===== src/pkg/apgpi_pkg.sv =====
// Constants shared by the analog-port general-purpose I/O block.
`default_nettype none
package apgpi_pkg;

  // Register bus widths.
  localparam int unsigned ADDR_W = 16;
  localparam int unsigned REG_W = 8;

  // Documented pin count of the port.
  localparam int unsigned PIN_COUNT = 6;

  // Register addresses.
  localparam logic [ADDR_W-1:0] ADDR_PORT_OUTPUT_DATA = 16'h0271;
  localparam logic [ADDR_W-1:0] ADDR_PIN_LEVEL_INPUT = 16'h0273;
  localparam logic [ADDR_W-1:0] ADDR_PIN_DIRECTION = 16'h0275;
  localparam logic [ADDR_W-1:0] ADDR_PULL_DEVICE_ENABLE = 16'h0277;
  localparam logic [ADDR_W-1:0] ADDR_PULL_AND_EDGE_POLARITY = 16'h0279;
  localparam logic [ADDR_W-1:0] ADDR_PIN_IRQ_ENABLE = 16'h027b;
  localparam logic [ADDR_W-1:0] ADDR_PIN_IRQ_FLAG = 16'h027d;
  localparam logic [ADDR_W-1:0] ADDR_PIN_IRQ_CLEAR = 16'h027f;

  // Reset values.
  localparam logic [REG_W-1:0] RST_REG = 8'h00;
  localparam logic [REG_W-1:0] RD_IDLE = 8'h00;

  // Level a disabled digital input path reads as.
  localparam logic DISABLED_LEVEL = 1'b1;

  // Polarity bit encodings.
  localparam logic POL_RISING_PULLDOWN = 1'b1;

  // Synchroniser depth on pin levels.
  localparam int unsigned SYNC_STAGES = 2;

endpackage : apgpi_pkg
`default_nettype wire


===== src/apgpi_top.sv =====
// General-purpose I/O port shared with analog inputs, with edge pin interrupts.
//
// The address-and-strobe port was decided locally.
`timescale 1ns/1ps
`default_nettype none
// Notes on behaviour
// RULE1: A general-purpose output pin drives its port data register bit.
// RULE2: Data register reads return the stored bit where direction is output.
// RULE3: Input pins with digital input enabled read their synchronised level instead.
// RULE4: Input register returns synchronised level if enabled, otherwise logic one.
// RULE5: Input register is always readable; writes to it change nothing.
// RULE6: Direction bits five to zero: one means output, zero means input.
// RULE7: Digital input path works only while its digital input enable is one.
// RULE8: Pull enable activates the pull device on inputs only, never on outputs.
// RULE9: Polarity one selects pulldown and rising edge; zero pullup and falling edge.
// RULE10: Interrupt enable one lets a flag raise interrupt; zero masks it.
// RULE11: Edge detection works for input and output pins alike.
// RULE12: Enabled active edge requests the RC oscillator to wake from stop.
// RULE13: Data register at 0x0271, resets to zero, upper two bits read zero.
// RULE14: Pins not claimed by the analog function are usable as general I/O.
// RULE15: Flag sets on active edge; writing one clears, zero leaves it.
// RULE16: Reads may lag a direction change by at most two bus cycles.
// RULE17: Pins pass a two-stage synchroniser; interrupt is OR of enabled flags.
module apgpi_top #(
  parameter int unsigned PIN_COUNT = apgpi_pkg::PIN_COUNT
) (
  // Clock and reset.
  input wire logic I_MCLK,
  input wire logic I_RST_N,
  // Register bus.
  input wire logic [apgpi_pkg::ADDR_W-1:0] I_ADDR,
  input wire logic [apgpi_pkg::REG_W-1:0] I_WR_DATA,
  input wire logic I_WR_EN,
  input wire logic I_RD_EN,
  output logic [apgpi_pkg::REG_W-1:0] O_RD_DATA,
  // Neighbouring converter and power control.
  input wire logic [PIN_COUNT-1:0] I_DIG_IN_EN,
  input wire logic [PIN_COUNT-1:0] I_ANALOG_SEL,
  input wire logic I_STOP_MODE,
  output logic O_OSC_WAKE_REQ,
  // Port pins.
  input wire logic [PIN_COUNT-1:0] I_PIN,
  output logic [PIN_COUNT-1:0] O_PIN,
  output logic [PIN_COUNT-1:0] O_PIN_OE,
  output logic [PIN_COUNT-1:0] O_PULL_UP_EN,
  output logic [PIN_COUNT-1:0] O_PULL_DOWN_EN,
  // Interrupt.
  output logic O_IRQ
);

  localparam int unsigned RW = apgpi_pkg::REG_W;

  // A pin count outside one register's width cannot be served by the read mux.
  if (PIN_COUNT < 1 || PIN_COUNT > RW) begin : g_bad_pin_count
    $error("PIN_COUNT must lie between 1 and the register width.");
  end

  // Software-visible state.
  logic [PIN_COUNT-1:0] port_output_data;
  logic [PIN_COUNT-1:0] pin_direction;
  logic [PIN_COUNT-1:0] pull_device_enable;
  logic [PIN_COUNT-1:0] pull_and_edge_polarity;
  logic [PIN_COUNT-1:0] pin_irq_enable;
  logic [PIN_COUNT-1:0] pin_irq_flag;

  // Pin sampling.
  logic [PIN_COUNT-1:0] pin_meta;
  logic [PIN_COUNT-1:0] pin_sync;
  logic [PIN_COUNT-1:0] pin_prev;

  // Combinational terms.
  logic [PIN_COUNT-1:0] pin_level_input;
  logic [PIN_COUNT-1:0] data_view;
  logic [PIN_COUNT-1:0] active_edge;
  logic [PIN_COUNT-1:0] flag_clear;
  logic [PIN_COUNT-1:0] next_pin_irq_flag;
  logic [RW-1:0] next_rd_data;

  // Widens a pin vector to the register width, upper bits reading zero.
  function automatic logic [RW-1:0] widen(input logic [PIN_COUNT-1:0] v);
    logic [RW-1:0] r;
    r = '0;
    r[PIN_COUNT-1:0] = v;
    return r;
  endfunction : widen

  // Level seen through the digital input path of each pin.
  function automatic logic [PIN_COUNT-1:0] gated_level(
    input logic [PIN_COUNT-1:0] lvl,
    input logic [PIN_COUNT-1:0] en
  );
    logic [PIN_COUNT-1:0] r;
    r = '0;
    for (int i = 0; i < PIN_COUNT; i++) begin
      r[i] = en[i] ? lvl[i] : apgpi_pkg::DISABLED_LEVEL;
    end
    return r;
  endfunction : gated_level

  function automatic logic hit(input logic [apgpi_pkg::ADDR_W-1:0] a);
    return I_WR_EN && (I_ADDR == a);
  endfunction : hit

  // RULE17: two-stage synchroniser
  // Edges are judged on the second stage and its delayed copy pin_prev, so a metastable first stage never reaches logic.
  always_ff @(posedge I_MCLK or negedge I_RST_N) begin
    if (!I_RST_N) begin
      pin_meta <= '0;
      pin_sync <= '0;
      pin_prev <= '0;
    end else begin
      pin_meta <= I_PIN;
      pin_sync <= pin_meta;
      pin_prev <= pin_sync;
    end
  end

  // RULE13: data register storage
  always_ff @(posedge I_MCLK or negedge I_RST_N) begin
    if (!I_RST_N) begin
      port_output_data <= apgpi_pkg::RST_REG[PIN_COUNT-1:0];
    end else if (hit(apgpi_pkg::ADDR_PORT_OUTPUT_DATA)) begin
      port_output_data <= I_WR_DATA[PIN_COUNT-1:0];
    end
  end

  // RULE6: direction register
  always_ff @(posedge I_MCLK or negedge I_RST_N) begin
    if (!I_RST_N) begin
      pin_direction <= apgpi_pkg::RST_REG[PIN_COUNT-1:0];
    end else if (hit(apgpi_pkg::ADDR_PIN_DIRECTION)) begin
      pin_direction <= I_WR_DATA[PIN_COUNT-1:0];
    end
  end

  always_ff @(posedge I_MCLK or negedge I_RST_N) begin
    if (!I_RST_N) begin
      pull_device_enable <= apgpi_pkg::RST_REG[PIN_COUNT-1:0];
      pull_and_edge_polarity <= apgpi_pkg::RST_REG[PIN_COUNT-1:0];
      pin_irq_enable <= apgpi_pkg::RST_REG[PIN_COUNT-1:0];
    end else begin
      if (hit(apgpi_pkg::ADDR_PULL_DEVICE_ENABLE)) begin
        pull_device_enable <= I_WR_DATA[PIN_COUNT-1:0];
      end
      if (hit(apgpi_pkg::ADDR_PULL_AND_EDGE_POLARITY)) begin
        pull_and_edge_polarity <= I_WR_DATA[PIN_COUNT-1:0];
      end
      if (hit(apgpi_pkg::ADDR_PIN_IRQ_ENABLE)) begin
        pin_irq_enable <= I_WR_DATA[PIN_COUNT-1:0];
      end
    end
  end

  always_comb begin
    // RULE7: input path gated by enable
    // RULE4: disabled input reads one
    pin_level_input = gated_level(pin_sync, I_DIG_IN_EN);
    // RULE2: outputs read stored bit
    // RULE3: inputs read synchronised level
    // RULE16: two-cycle read lag
    data_view = (pin_direction & port_output_data) | (~pin_direction & pin_level_input);
  end

  always_comb begin
    for (int i = 0; i < PIN_COUNT; i++) begin
      // RULE9: polarity picks edge
      // RULE11: edges seen in either direction
      if (pull_and_edge_polarity[i] == apgpi_pkg::POL_RISING_PULLDOWN) begin
        active_edge[i] = I_DIG_IN_EN[i] && pin_sync[i] && !pin_prev[i];
      end else begin
        active_edge[i] = I_DIG_IN_EN[i] && !pin_sync[i] && pin_prev[i];
      end
    end
  end

  always_comb begin
    flag_clear = '0;
    if (hit(apgpi_pkg::ADDR_PIN_IRQ_FLAG) || hit(apgpi_pkg::ADDR_PIN_IRQ_CLEAR)) begin
      flag_clear = I_WR_DATA[PIN_COUNT-1:0];
    end
    // RULE15: set beats write-one clear
    // A clear landing on the same edge as a new event must not lose the event.
    next_pin_irq_flag = (pin_irq_flag & ~flag_clear) | active_edge;
  end

  always_ff @(posedge I_MCLK or negedge I_RST_N) begin
    if (!I_RST_N) begin
      pin_irq_flag <= apgpi_pkg::RST_REG[PIN_COUNT-1:0];
    end else begin
      pin_irq_flag <= next_pin_irq_flag;
    end
  end

  // RULE5: input register write ignored
  // No write decode exists for the input register address; it only appears in the read mux.
  always_comb begin
    next_rd_data = apgpi_pkg::RD_IDLE;
    if (I_RD_EN) begin
      case (I_ADDR)
        apgpi_pkg::ADDR_PORT_OUTPUT_DATA: next_rd_data = widen(data_view);
        apgpi_pkg::ADDR_PIN_LEVEL_INPUT: next_rd_data = widen(pin_level_input);
        apgpi_pkg::ADDR_PIN_DIRECTION: next_rd_data = widen(pin_direction);
        apgpi_pkg::ADDR_PULL_DEVICE_ENABLE: next_rd_data = widen(pull_device_enable);
        apgpi_pkg::ADDR_PULL_AND_EDGE_POLARITY: next_rd_data = widen(pull_and_edge_polarity);
        apgpi_pkg::ADDR_PIN_IRQ_ENABLE: next_rd_data = widen(pin_irq_enable);
        apgpi_pkg::ADDR_PIN_IRQ_FLAG: next_rd_data = widen(pin_irq_flag);
        default: next_rd_data = apgpi_pkg::RD_IDLE;
      endcase
    end
  end

  always_ff @(posedge I_MCLK or negedge I_RST_N) begin
    if (!I_RST_N) begin
      O_RD_DATA <= apgpi_pkg::RD_IDLE;
    end else begin
      O_RD_DATA <= next_rd_data;
    end
  end

  // Pin drivers; registered so every pin output changes one edge after its cause.
  always_ff @(posedge I_MCLK or negedge I_RST_N) begin
    if (!I_RST_N) begin
      O_PIN <= '0;
      O_PIN_OE <= '0;
      O_PULL_UP_EN <= '0;
      O_PULL_DOWN_EN <= '0;
    end else begin
      // RULE1: drive data bit
      O_PIN <= port_output_data;
      // RULE14: analog use releases pin
      O_PIN_OE <= pin_direction & ~I_ANALOG_SEL;
      // RULE8: pulls only on inputs
      O_PULL_UP_EN <= pull_device_enable & ~pin_direction & ~pull_and_edge_polarity;
      O_PULL_DOWN_EN <= pull_device_enable & ~pin_direction & pull_and_edge_polarity;
    end
  end

  always_ff @(posedge I_MCLK or negedge I_RST_N) begin
    if (!I_RST_N) begin
      O_IRQ <= 1'b0;
      O_OSC_WAKE_REQ <= 1'b0;
    end else begin
      // RULE10: mask flags
      // RULE17: OR of enabled flags
      O_IRQ <= |(pin_irq_flag & pin_irq_enable);
      // RULE12: wake request in stop
      O_OSC_WAKE_REQ <= I_STOP_MODE && |(pin_irq_flag & pin_irq_enable);
    end
  end

endmodule : apgpi_top
`default_nettype wire


===== config.mk =====
export PLATFORM = sky130hd
export DESIGN_NAME = apgpi_top
export DESIGN_NICKNAME = d
export VERILOG_FILES = /design/src/pkg/apgpi_pkg.sv /design/src/apgpi_top.sv
export SDC_FILE = /design/constraint.sdc
export NUM_CORES = 1
export LEC_CHECK = 0
export CORE_MARGIN = 2
export CORE_UTILIZATION = 35
export CTS_CLUSTER_SIZE = 25
export DETAILED_ROUTE_END_ITERATION = 8
export DONT_BUFFER_PORTS = 1
export PLACE_DENSITY = 0.48
export SLEW_MARGIN = 20
export SYNTH_ARGS = -nofsm -noshare
export SYNTH_HDL_FRONTEND = slang
export SYNTH_SLANG_ARGS = --single-unit

===== constraint.sdc =====
create_clock -name I_MCLK -period 1.2 [get_ports I_MCLK]
set_input_delay 0.12 -clock I_MCLK [delete_from_list [all_inputs] [get_ports I_MCLK]]
set_output_delay 0.12 -clock I_MCLK [all_outputs]
set_load 0.005 [all_outputs]

After elaboration in Yosys (flattened, before gate mapping)
Cells that the tools add are included.
{ "word_totals": {"reg_bits": 88, "inputBits": 47, "output_inout_bits": 34, "word_cells": 99} }
{ "classes": {"n_eq_ne": 8, "mux": 15, "bitwise_logic": 14, "n_reduce_logical": 46} }
{ "op_table": {"columns": ["operator", "n"], "rows": [
  ["$eq 16x10->1 const B", 8],
  ["$and 6x6->6", 8],
  ["$pmux 6 s7", 1],
  ["$logic_and 1x1->1", 32],
  ["$not 6->6", 4],
  ["$logic_not 1->1", 12],
  ["$mux 1", 12],
  ["$or 6x6->6", 2],
  ["$mux 8", 1],
  ["$mux 6", 1],
  ["$reduce_or 6->1", 1],
  ["$logic_or 1x1->1", 1]
]} }

Logic depth before layout (Yosys ltp)
Gate-level depths: netlist of run 1.
{ "depth": {"word_depth": 7, "depth_mapped": 7} }

Least setup slack after synthesis of run 1
No wires, ideal clock.
{ "synth_timing": {"path_kind": "input-to-reg", "start": "input port I_ADDR[8] (netlist name)", "end": "register pin_irq_enable[0]", "arrival_ps": 1469, "required_time_ps": 1075, "slack_ps": -394, "cell_stages": 5, "path_buffers": 0, "path_cell_list": "or4b_4 -> nor2_4 -> nand2_1 -> nor3_4 -> mux2_2"} }
{ "synth_between": {"elab_chain_cells": 2} }
{ "synth_lines": {"columns": ["item", "line_no", "rtl"], "rows": [
  ["start: declaration", "apgpi_top.sv:31", "input wire logic [apgpi_pkg::ADDR_W-1:0] I_ADDR,"],
  ["$eq 16x10->1", "apgpi_top.sv:101", "return I_WR_EN && (I_ADDR == a);"],
  ["$logic_and 1x1->1", "apgpi_top.sv:101", null],
  ["end signal: assignment", "apgpi_top.sv:140", "pin_irq_enable <= apgpi_pkg::RST_REG[PIN_COUNT-1:0];"],
  ["end signal: assignment", "apgpi_top.sv:149", "pin_irq_enable <= I_WR_DATA[PIN_COUNT-1:0];"],
  ["end: declaration", "apgpi_top.sv:63", "logic [PIN_COUNT-1:0] pin_irq_enable;"]
]} }
No other way between the ends.
A chain may end at the register's enable or synchronous reset.

Worst setup path in the final report of run 1
{ "layout_timing": {"start": "input port I_ADDR[13] (netlist name)", "end": "register pin_direction[3]"} }
{ "layout_between": {"elab_chain_cells": 2} }
{ "layout_lines": {"columns": ["item", "line_no", "rtl"], "rows": [
  ["$eq 16x10->1", "apgpi_top.sv:101", null],
  ["$logic_and 1x1->1", "apgpi_top.sv:101", null],
  ["end signal: assignment", "apgpi_top.sv:130", "pin_direction <= apgpi_pkg::RST_REG[PIN_COUNT-1:0];"],
  ["end signal: assignment", "apgpi_top.sv:132", "pin_direction <= I_WR_DATA[PIN_COUNT-1:0];"],
  ["end: declaration", "apgpi_top.sv:60", "logic [PIN_COUNT-1:0] pin_direction;"]
]} }
No other way between the ends.

==> impl_metrics.toml, run 1 <==
[floorplan]
fp.coreArea_mm2 = 0.00986
ios = 81
initial_core_util_pct = 36.4
dieArea_mm2 = 0.0111
die_w_um = 105
placementRows = 36
die_h_um = 105

[setup_path]
required_ns = 1.45
endpoint_kind = "flip-flop"
critPathKind = "primary input to flip-flop"
critPathLaunchType = "primary input"
cp_max_fo = 6
critPathArrivalTime_ns = 1.47

[synth]
syn-cell-area_mm2 = 0.00359
ys_warn_count = 0
ys_ff_latch = 86
ys_seq_area_share_pct = 59.9
synthCells = 296
synth.avg_cell_area_um2 = 12.1
synth_cell_types = 44

[drt]
ant_nets = 0
wl_met2_mm = 4.23
totalWireLength_mm = 9.40
dr.first_iter.drc_count = 159
routed_via_density = 5.06
dr.max_layer_used = "met4"
wl_met1_mm = 4.52
routedWlPerCell_um = 18.4
dr_wl_met3_um = 459
drt_pre_antenna_iters = 4
num_vias = 2586
drc_errors = 0

[cts]
tritoncts = "built"
htree_num_levels = 3
clkLatencyLatePin_ns = 0.37
cts_buffers = 9
root_buffer = "clkbuf_8"
cts.path.max_buffers = 2
clkSinkCount = 86
ctsHoldBuffers = 28
clk_pin_slew_ns = 0.09

[final_layout]
antenna_cells = 0
multi_input_area_mm2 = 0.00155
final_cell_mix = "86 x dfrtp_1, 42 x buf_4, 32 x nand2_1"
seq_area_mm2 = 0.00215
finalInstanceArea_mm2 = 0.00478
syn_to_final_growth_pct = 33.2
layout-drive-gt1-share_pct = 33.1
nets = 420
layout_commonest_cell = "dfrtp_1"
n_fill_cell = 905

[global_route]
grt_pass1_vias = 2620
track_usage_pct = 18.0
grt_pass1_wl_mm = 14.9
antenna_found_initial = 0
grt_max_degree = 87
grt_overflow = 0

[sta]
tns_ns = -0.0682
drv_slew = 0
skew_ns = 0.0107
rsz0062_at_grt = "yes"
clock.fmax_mhz = 822
min_period_ns = 1.22
hold_viol = 86
fin_hold_ws_ns = -0.560
fin_crit_sh_pct = 101
setup_violations = 7
fin_ws_ns = -0.0164

[place]
place_area_mm2 = 0.00409
gp_congestion = 0.817
hpwl_mm = 6.11
port_buffers = 0

[outcome]
status = "finished with violations"
violations = "hold timing, setup timing"

[job]
cap_violations = 0

[min_path]
hp-class = "primary input to async pin"

[power]
powerDensity_mw_per_mm2 = 1170
leakagePower_nw = 2.22
ir_drop_uv = 533
kinds of logic (layout without fill, tap and decap cells):
family / after synthesis / in the layout / synth area share (%)
flip-flops: 86 / 86 / 59.9
other: 1 / 2 / 0.104
buffers and inverters: 14 / 95 / 1.71
multiplexers: 33 / 33 / 10.2
AO/OA/AOI/OAI: 48 / 48 / 8.99
AND/OR/NAND/NOR: 114 / 114 / 19.0
cell usage after synthesis (all sizes together):
master,instances,area [µm²]
o31a,1,8.76
nand3,6,30.0
nor4,1,21.3
buf,4,23.8
and3b,6,52.6
or4b,1,13.8
o221ai,1,8.76
inv,4,15.0
nand4,3,18.8
a32oi,2,17.5
or3,1,6.26
and4b,2,20.0
a221oi,1,8.76
nor3b,6,45.0
o41ai,1,8.76
nand2,37,141
mux2,30,338
a21oi,5,25.0
a2111oi,1,8.76
nor2b,13,81.3
o22ai,3,18.8
a22o,8,70.1
a22oi,5,37.5
nor4b,3,56.3
o21ai,12,60.1
nand2b,2,12.5
nand3b,2,15.0
dfrtp,86,2150
clkbuf,6,22.5
nor3,3,26.3
and3,6,37.5
nor2,18,75.1
and2,2,12.5
nand4b,2,17.5
mux2i,3,30.0
a31oi,8,50.1
conb,1,3.75
report_power, final:
group	leakage, nW	internal (mW)	switching [mW]
logic	0.975	0.136	0.0929
clock network	0.119	1.37	1.04
registers	1.13	2.93	0.0154
total	2.22	4.43	1.15
critical path: stages:
cell	delay, ns
nor4_4	0.28
buf_4	0.18
nand2_4	0.06
nor4b_4	0.36
nand2_4	0.15
mux2_4	0.31
metal layers:
layer | vias up | track usage (%)
li1 | 1211 | -
met4 | 0 | 7.62
met5 | - | 0
met3 | 15 | 4.82
met2 | 69 | 25.7
met1 | 1291 | 25.6
worst paths after layout:
| path | startpoint | end | slack (ns) | cells after the start |
|---|---|---|---|---|
| min in group I_MCLK | I_ADDR[2] | O_RD_DATA[4]$_DFF_PN0_ | 0.02 | 2 |
| min reg2reg | pin_meta[3]$_DFF_PN0_ | pin_sync[3]$_DFF_PN0_ | 0.35 | 0 |
| max reg2reg | pin_sync[1]$_DFF_PN0_ | O_RD_DATA[1]$_DFF_PN0_ | 0.01 | 5 |
| min | I_RST_N | pin_irq_enable[2]$_DFFE_PN0P_ | -0.56 | 0 |
| max | I_ADDR[13] | pin_direction[3]$_DFFE_PN0P_ | -0.02 | 6 |
| max in group asynchronous | I_RST_N | pull_device_enable[5]$_DFFE_PN0P_ | 1.65 | 0 |
stage by stage:
| step | power [mW] | utilization (%) | setup slack (ns) | std cells |
|---|---|---|---|---|
| 6_report | 5.58 | 48.5 | -0.0164 | 511 |
| 5_1_grt | 5.83 | 48.5 | -0.0586 | 511 |
| 4_1_cts | 5.66 | 47.5 | -0.0695 | 509 |
| 3_5_place_dp | 3.12 | 41.5 | -0.476 | 462 |
| 3_3_place_gp | 3.12 | 41.5 | -0.458 | 462 |
| 2_1_floorplan | 3.12 | - | -0.394 | 297 |
final cells by class:
type / count / area share (%)
clock buffer: 9 / 2.59
clock inverter: 7 / 2.35
inverter: 4 / 0.314
multi-input combinational: 197 / 32.3
sequential: 86 / 45.0
tap: 133 / 3.48
timing repair buffer: 75 / 14.0
repair_timing:
action	in CTS	in global routing
endpoints found under the setup margin	16	30
setup buffers	3	2
pin swaps	8	16
gates resized for setup	16	20
endpoints found under the hold margin	138	86
(Power assumes the default switching activity.)
==> run 2, diff against run 1 <==
- ABC_AREA: not set -> 1
- CORE_MARGIN: 2 -> not set
- TNS_END_PERCENT: not set -> 100
==> run 2 against run 1 <==
  * Die area down 0.94%
  * First-iteration DRC count decreased by 35%
  * The run ends with hold timing left
  * Global-route usage fell by 0.56 points
  * Flip-flop and latch count is the same
  * Cell area shrank 5.4%
  * Non-clock buffer count shrank 16
  * Core utilization down 4.5 points
  * Critical path depth is 1 higher
  * Largest power group unchanged
==> impl_metrics.toml, run 2 <==
[sta]
min_period_ns = 1.18
fin_ws_ns = 0.0155
fin_crit_sh_pct = 98.7
clock.fmax_mhz = 844
skew_ns = 0.00601
rsz0062_at_grt = "yes"
drv_slew = 0
fin_hold_ws_ns = -0.564
hold_viol = 86
tns_ns = 0
setup_violations = 0

[cts]
htree_num_levels = 3
clkSinkCount = 86
root_buffer = "clkbuf_8"
clk_pin_slew_ns = 0.08
ctsHoldBuffers = 26
tritoncts = "built"
cts.path.max_buffers = 2
clkLatencyLatePin_ns = 0.37
cts_buffers = 9

[floorplan]
ios = 81
initial_core_util_pct = 36.0
placementRows = 37
die_w_um = 105
dieArea_mm2 = 0.0110
fp.coreArea_mm2 = 0.0103
die_h_um = 105

[place]
place_worst_setup_slack_ns = -0.0524
placed_cells = 551
place_area_mm2 = 0.00405
port_buffers = 0
hpwl_mm = 6.02
gp_congestion = 0.791

[synth]
synthCells = 395
syn-cell-area_mm2 = 0.00370
async_flop_share_pct = 100
synth-main-ff-cell = "dfrtp_1"
synth.avg_cell_area_um2 = 9.36
yosysMostFrequentCell = "dfrtp_1"
ys_ff_latch = 86
synth_area_leaders = "dfrtp_1 58%, nand2_1 7.8%, nand3_1 7.2%"
ys_warn_count = 0
synth_cell_types = 26
synth_edf_count = 0
synth_common_cells = "86 x dfrtp_1, 77 x nand2_1, 53 x nand3_1, 42 x inv_1, 38 x nor2_1"
ys_seq_area_share_pct = 58.2
synth_area_leader_cell = "dfrtp_1"
synth.top_cell.area_share_pct = 58.2

[drt]
num_vias = 2862
drc_errors = 0
routedWlPerCell_um = 14.8
totalWireLength_mm = 8.83
routed_via_density = 4.80
dr.first_iter.drc_count = 104
ant_nets = 0
drt_pre_antenna_iters = 4

[job]
cap_violations = 0

[setup_path]
critPathKind = "flip-flop to flip-flop"
endpoint_kind = "flip-flop"
r2r.worst_path.cells = 7
critPathLaunchType = "flip-flop"
required_ns = 1.44
cp_max_fo = 2
critPathArrivalTime_ns = 1.43

[global_route]
antenna_found_initial = 0
track_usage_pct = 17.4
grt_pass1_vias = 2721
grt_pass1_wl_mm = 14.2
grt_max_degree = 87
grt_overflow = 0

[final_layout]
n_fill_cell = 1055
nets = 502
multi_input_area_mm2 = 0.00130
utilization_pct = 44.0
seq_area_mm2 = 0.00215
instances_no_fill = 596
layout_commonest_cell = "dfrtp_1"
final_cell_mix = "84 x dfrtp_1, 75 x nand2_1, 53 x nand3_1"
antenna_cells = 0
syn_to_final_growth_pct = 22.3
finalInstanceArea_mm2 = 0.00452
layout-drive-gt1-share_pct = 18.7

[power]
leakagePower_nw = 2.14
powerDensity_mw_per_mm2 = 1120
finalPower_mw = 5.05
ir_drop_uv = 676

[min_path]
hp-class = "primary input to async pin"

[outcome]
violations = "hold timing"
status = "finished with violations"
## run 2: final cells by class
class                      instances  area share [%]
clock buffer                      13            3.51
clock inverter                     3           0.415
inverter                          43            3.57
multi-input combinational        256            28.8
sequential                        86            47.6
tap                              136            3.76
timing repair buffer              59            12.3
## run 2: where the power goes
| part | internal (mW) | total, mW | leakage (nW) | switching [mW] |
|---|---|---|---|---|
| Clock | 0.865 | 1.90 | 0.0934 | 1.04 |
| Sequential | 2.93 | 2.94 | 1.09 | 0.0167 |
| Combinational | 0.102 | 0.206 | 0.955 | 0.104 |
| Total | 3.89 | 5.05 | 2.14 | 1.16 |
## run 2: cell families (layout without fill, tap and decap cells)
logic type	Yosys count	after routing	synth area share, %
AOI/OAI and AO/OA	50	50	8.15
buffers and inverters	54	118	7.04
DFF	86	86	58.2
other	1	2	0.101
and+or+nand+nor	204	204	26.5
## run 2: worst paths after layout
path | from | end | slack [ns]
hold reg to reg | pin_meta[3]$_DFF_PN0_ | pin_sync[3]$_DFF_PN0_ | 0.35
setup / recovery | port_output_data[5]$_DFFE_PN0P_ | O_RD_DATA[5]$_DFF_PN0_ | 0.02
min in group I_MCLK | I_WR_DATA[5] | pin_direction[5]$_DFFE_PN0P_ | 0.03
setup reg to reg | port_output_data[5]$_DFFE_PN0P_ | O_RD_DATA[5]$_DFF_PN0_ | 0.02
max in group asynchronous | I_RST_N | pin_direction[1]$_DFFE_PN0P_ | 1.61
hold / removal | I_RST_N | O_PIN_OE[4]$_DFF_PN0_ | -0.56
## run 2: repair_timing
item | CTS | global route
buffers inserted | 0 | 3
hold endpoints to repair | 124 | 86
pin swaps | 2 | 4
setup endpoints to repair | 1 | 5
resized for setup | 0 | 10
## run 2: critical path, stage by stage (launching register included)
cell	delay, ns
dfrtp_1	0.38
or2_2	0.29
nand2_1	0.07
inv_1	0.04
nand3_1	0.06
nand2_1	0.06
nor2_1	0.08
a21oi_1	0.08
## run 2: per-layer routing
metal | GRT usage, % | wire length, µm | share of wire (%)
met4 | 9.76 | 225 | 2.5
met1 | 23.6 | 4260 | 48
met3 | 4.74 | 543 | 6.1
met5 | 0 | 0 | 0
met2 | 25.0 | 3800 | 43
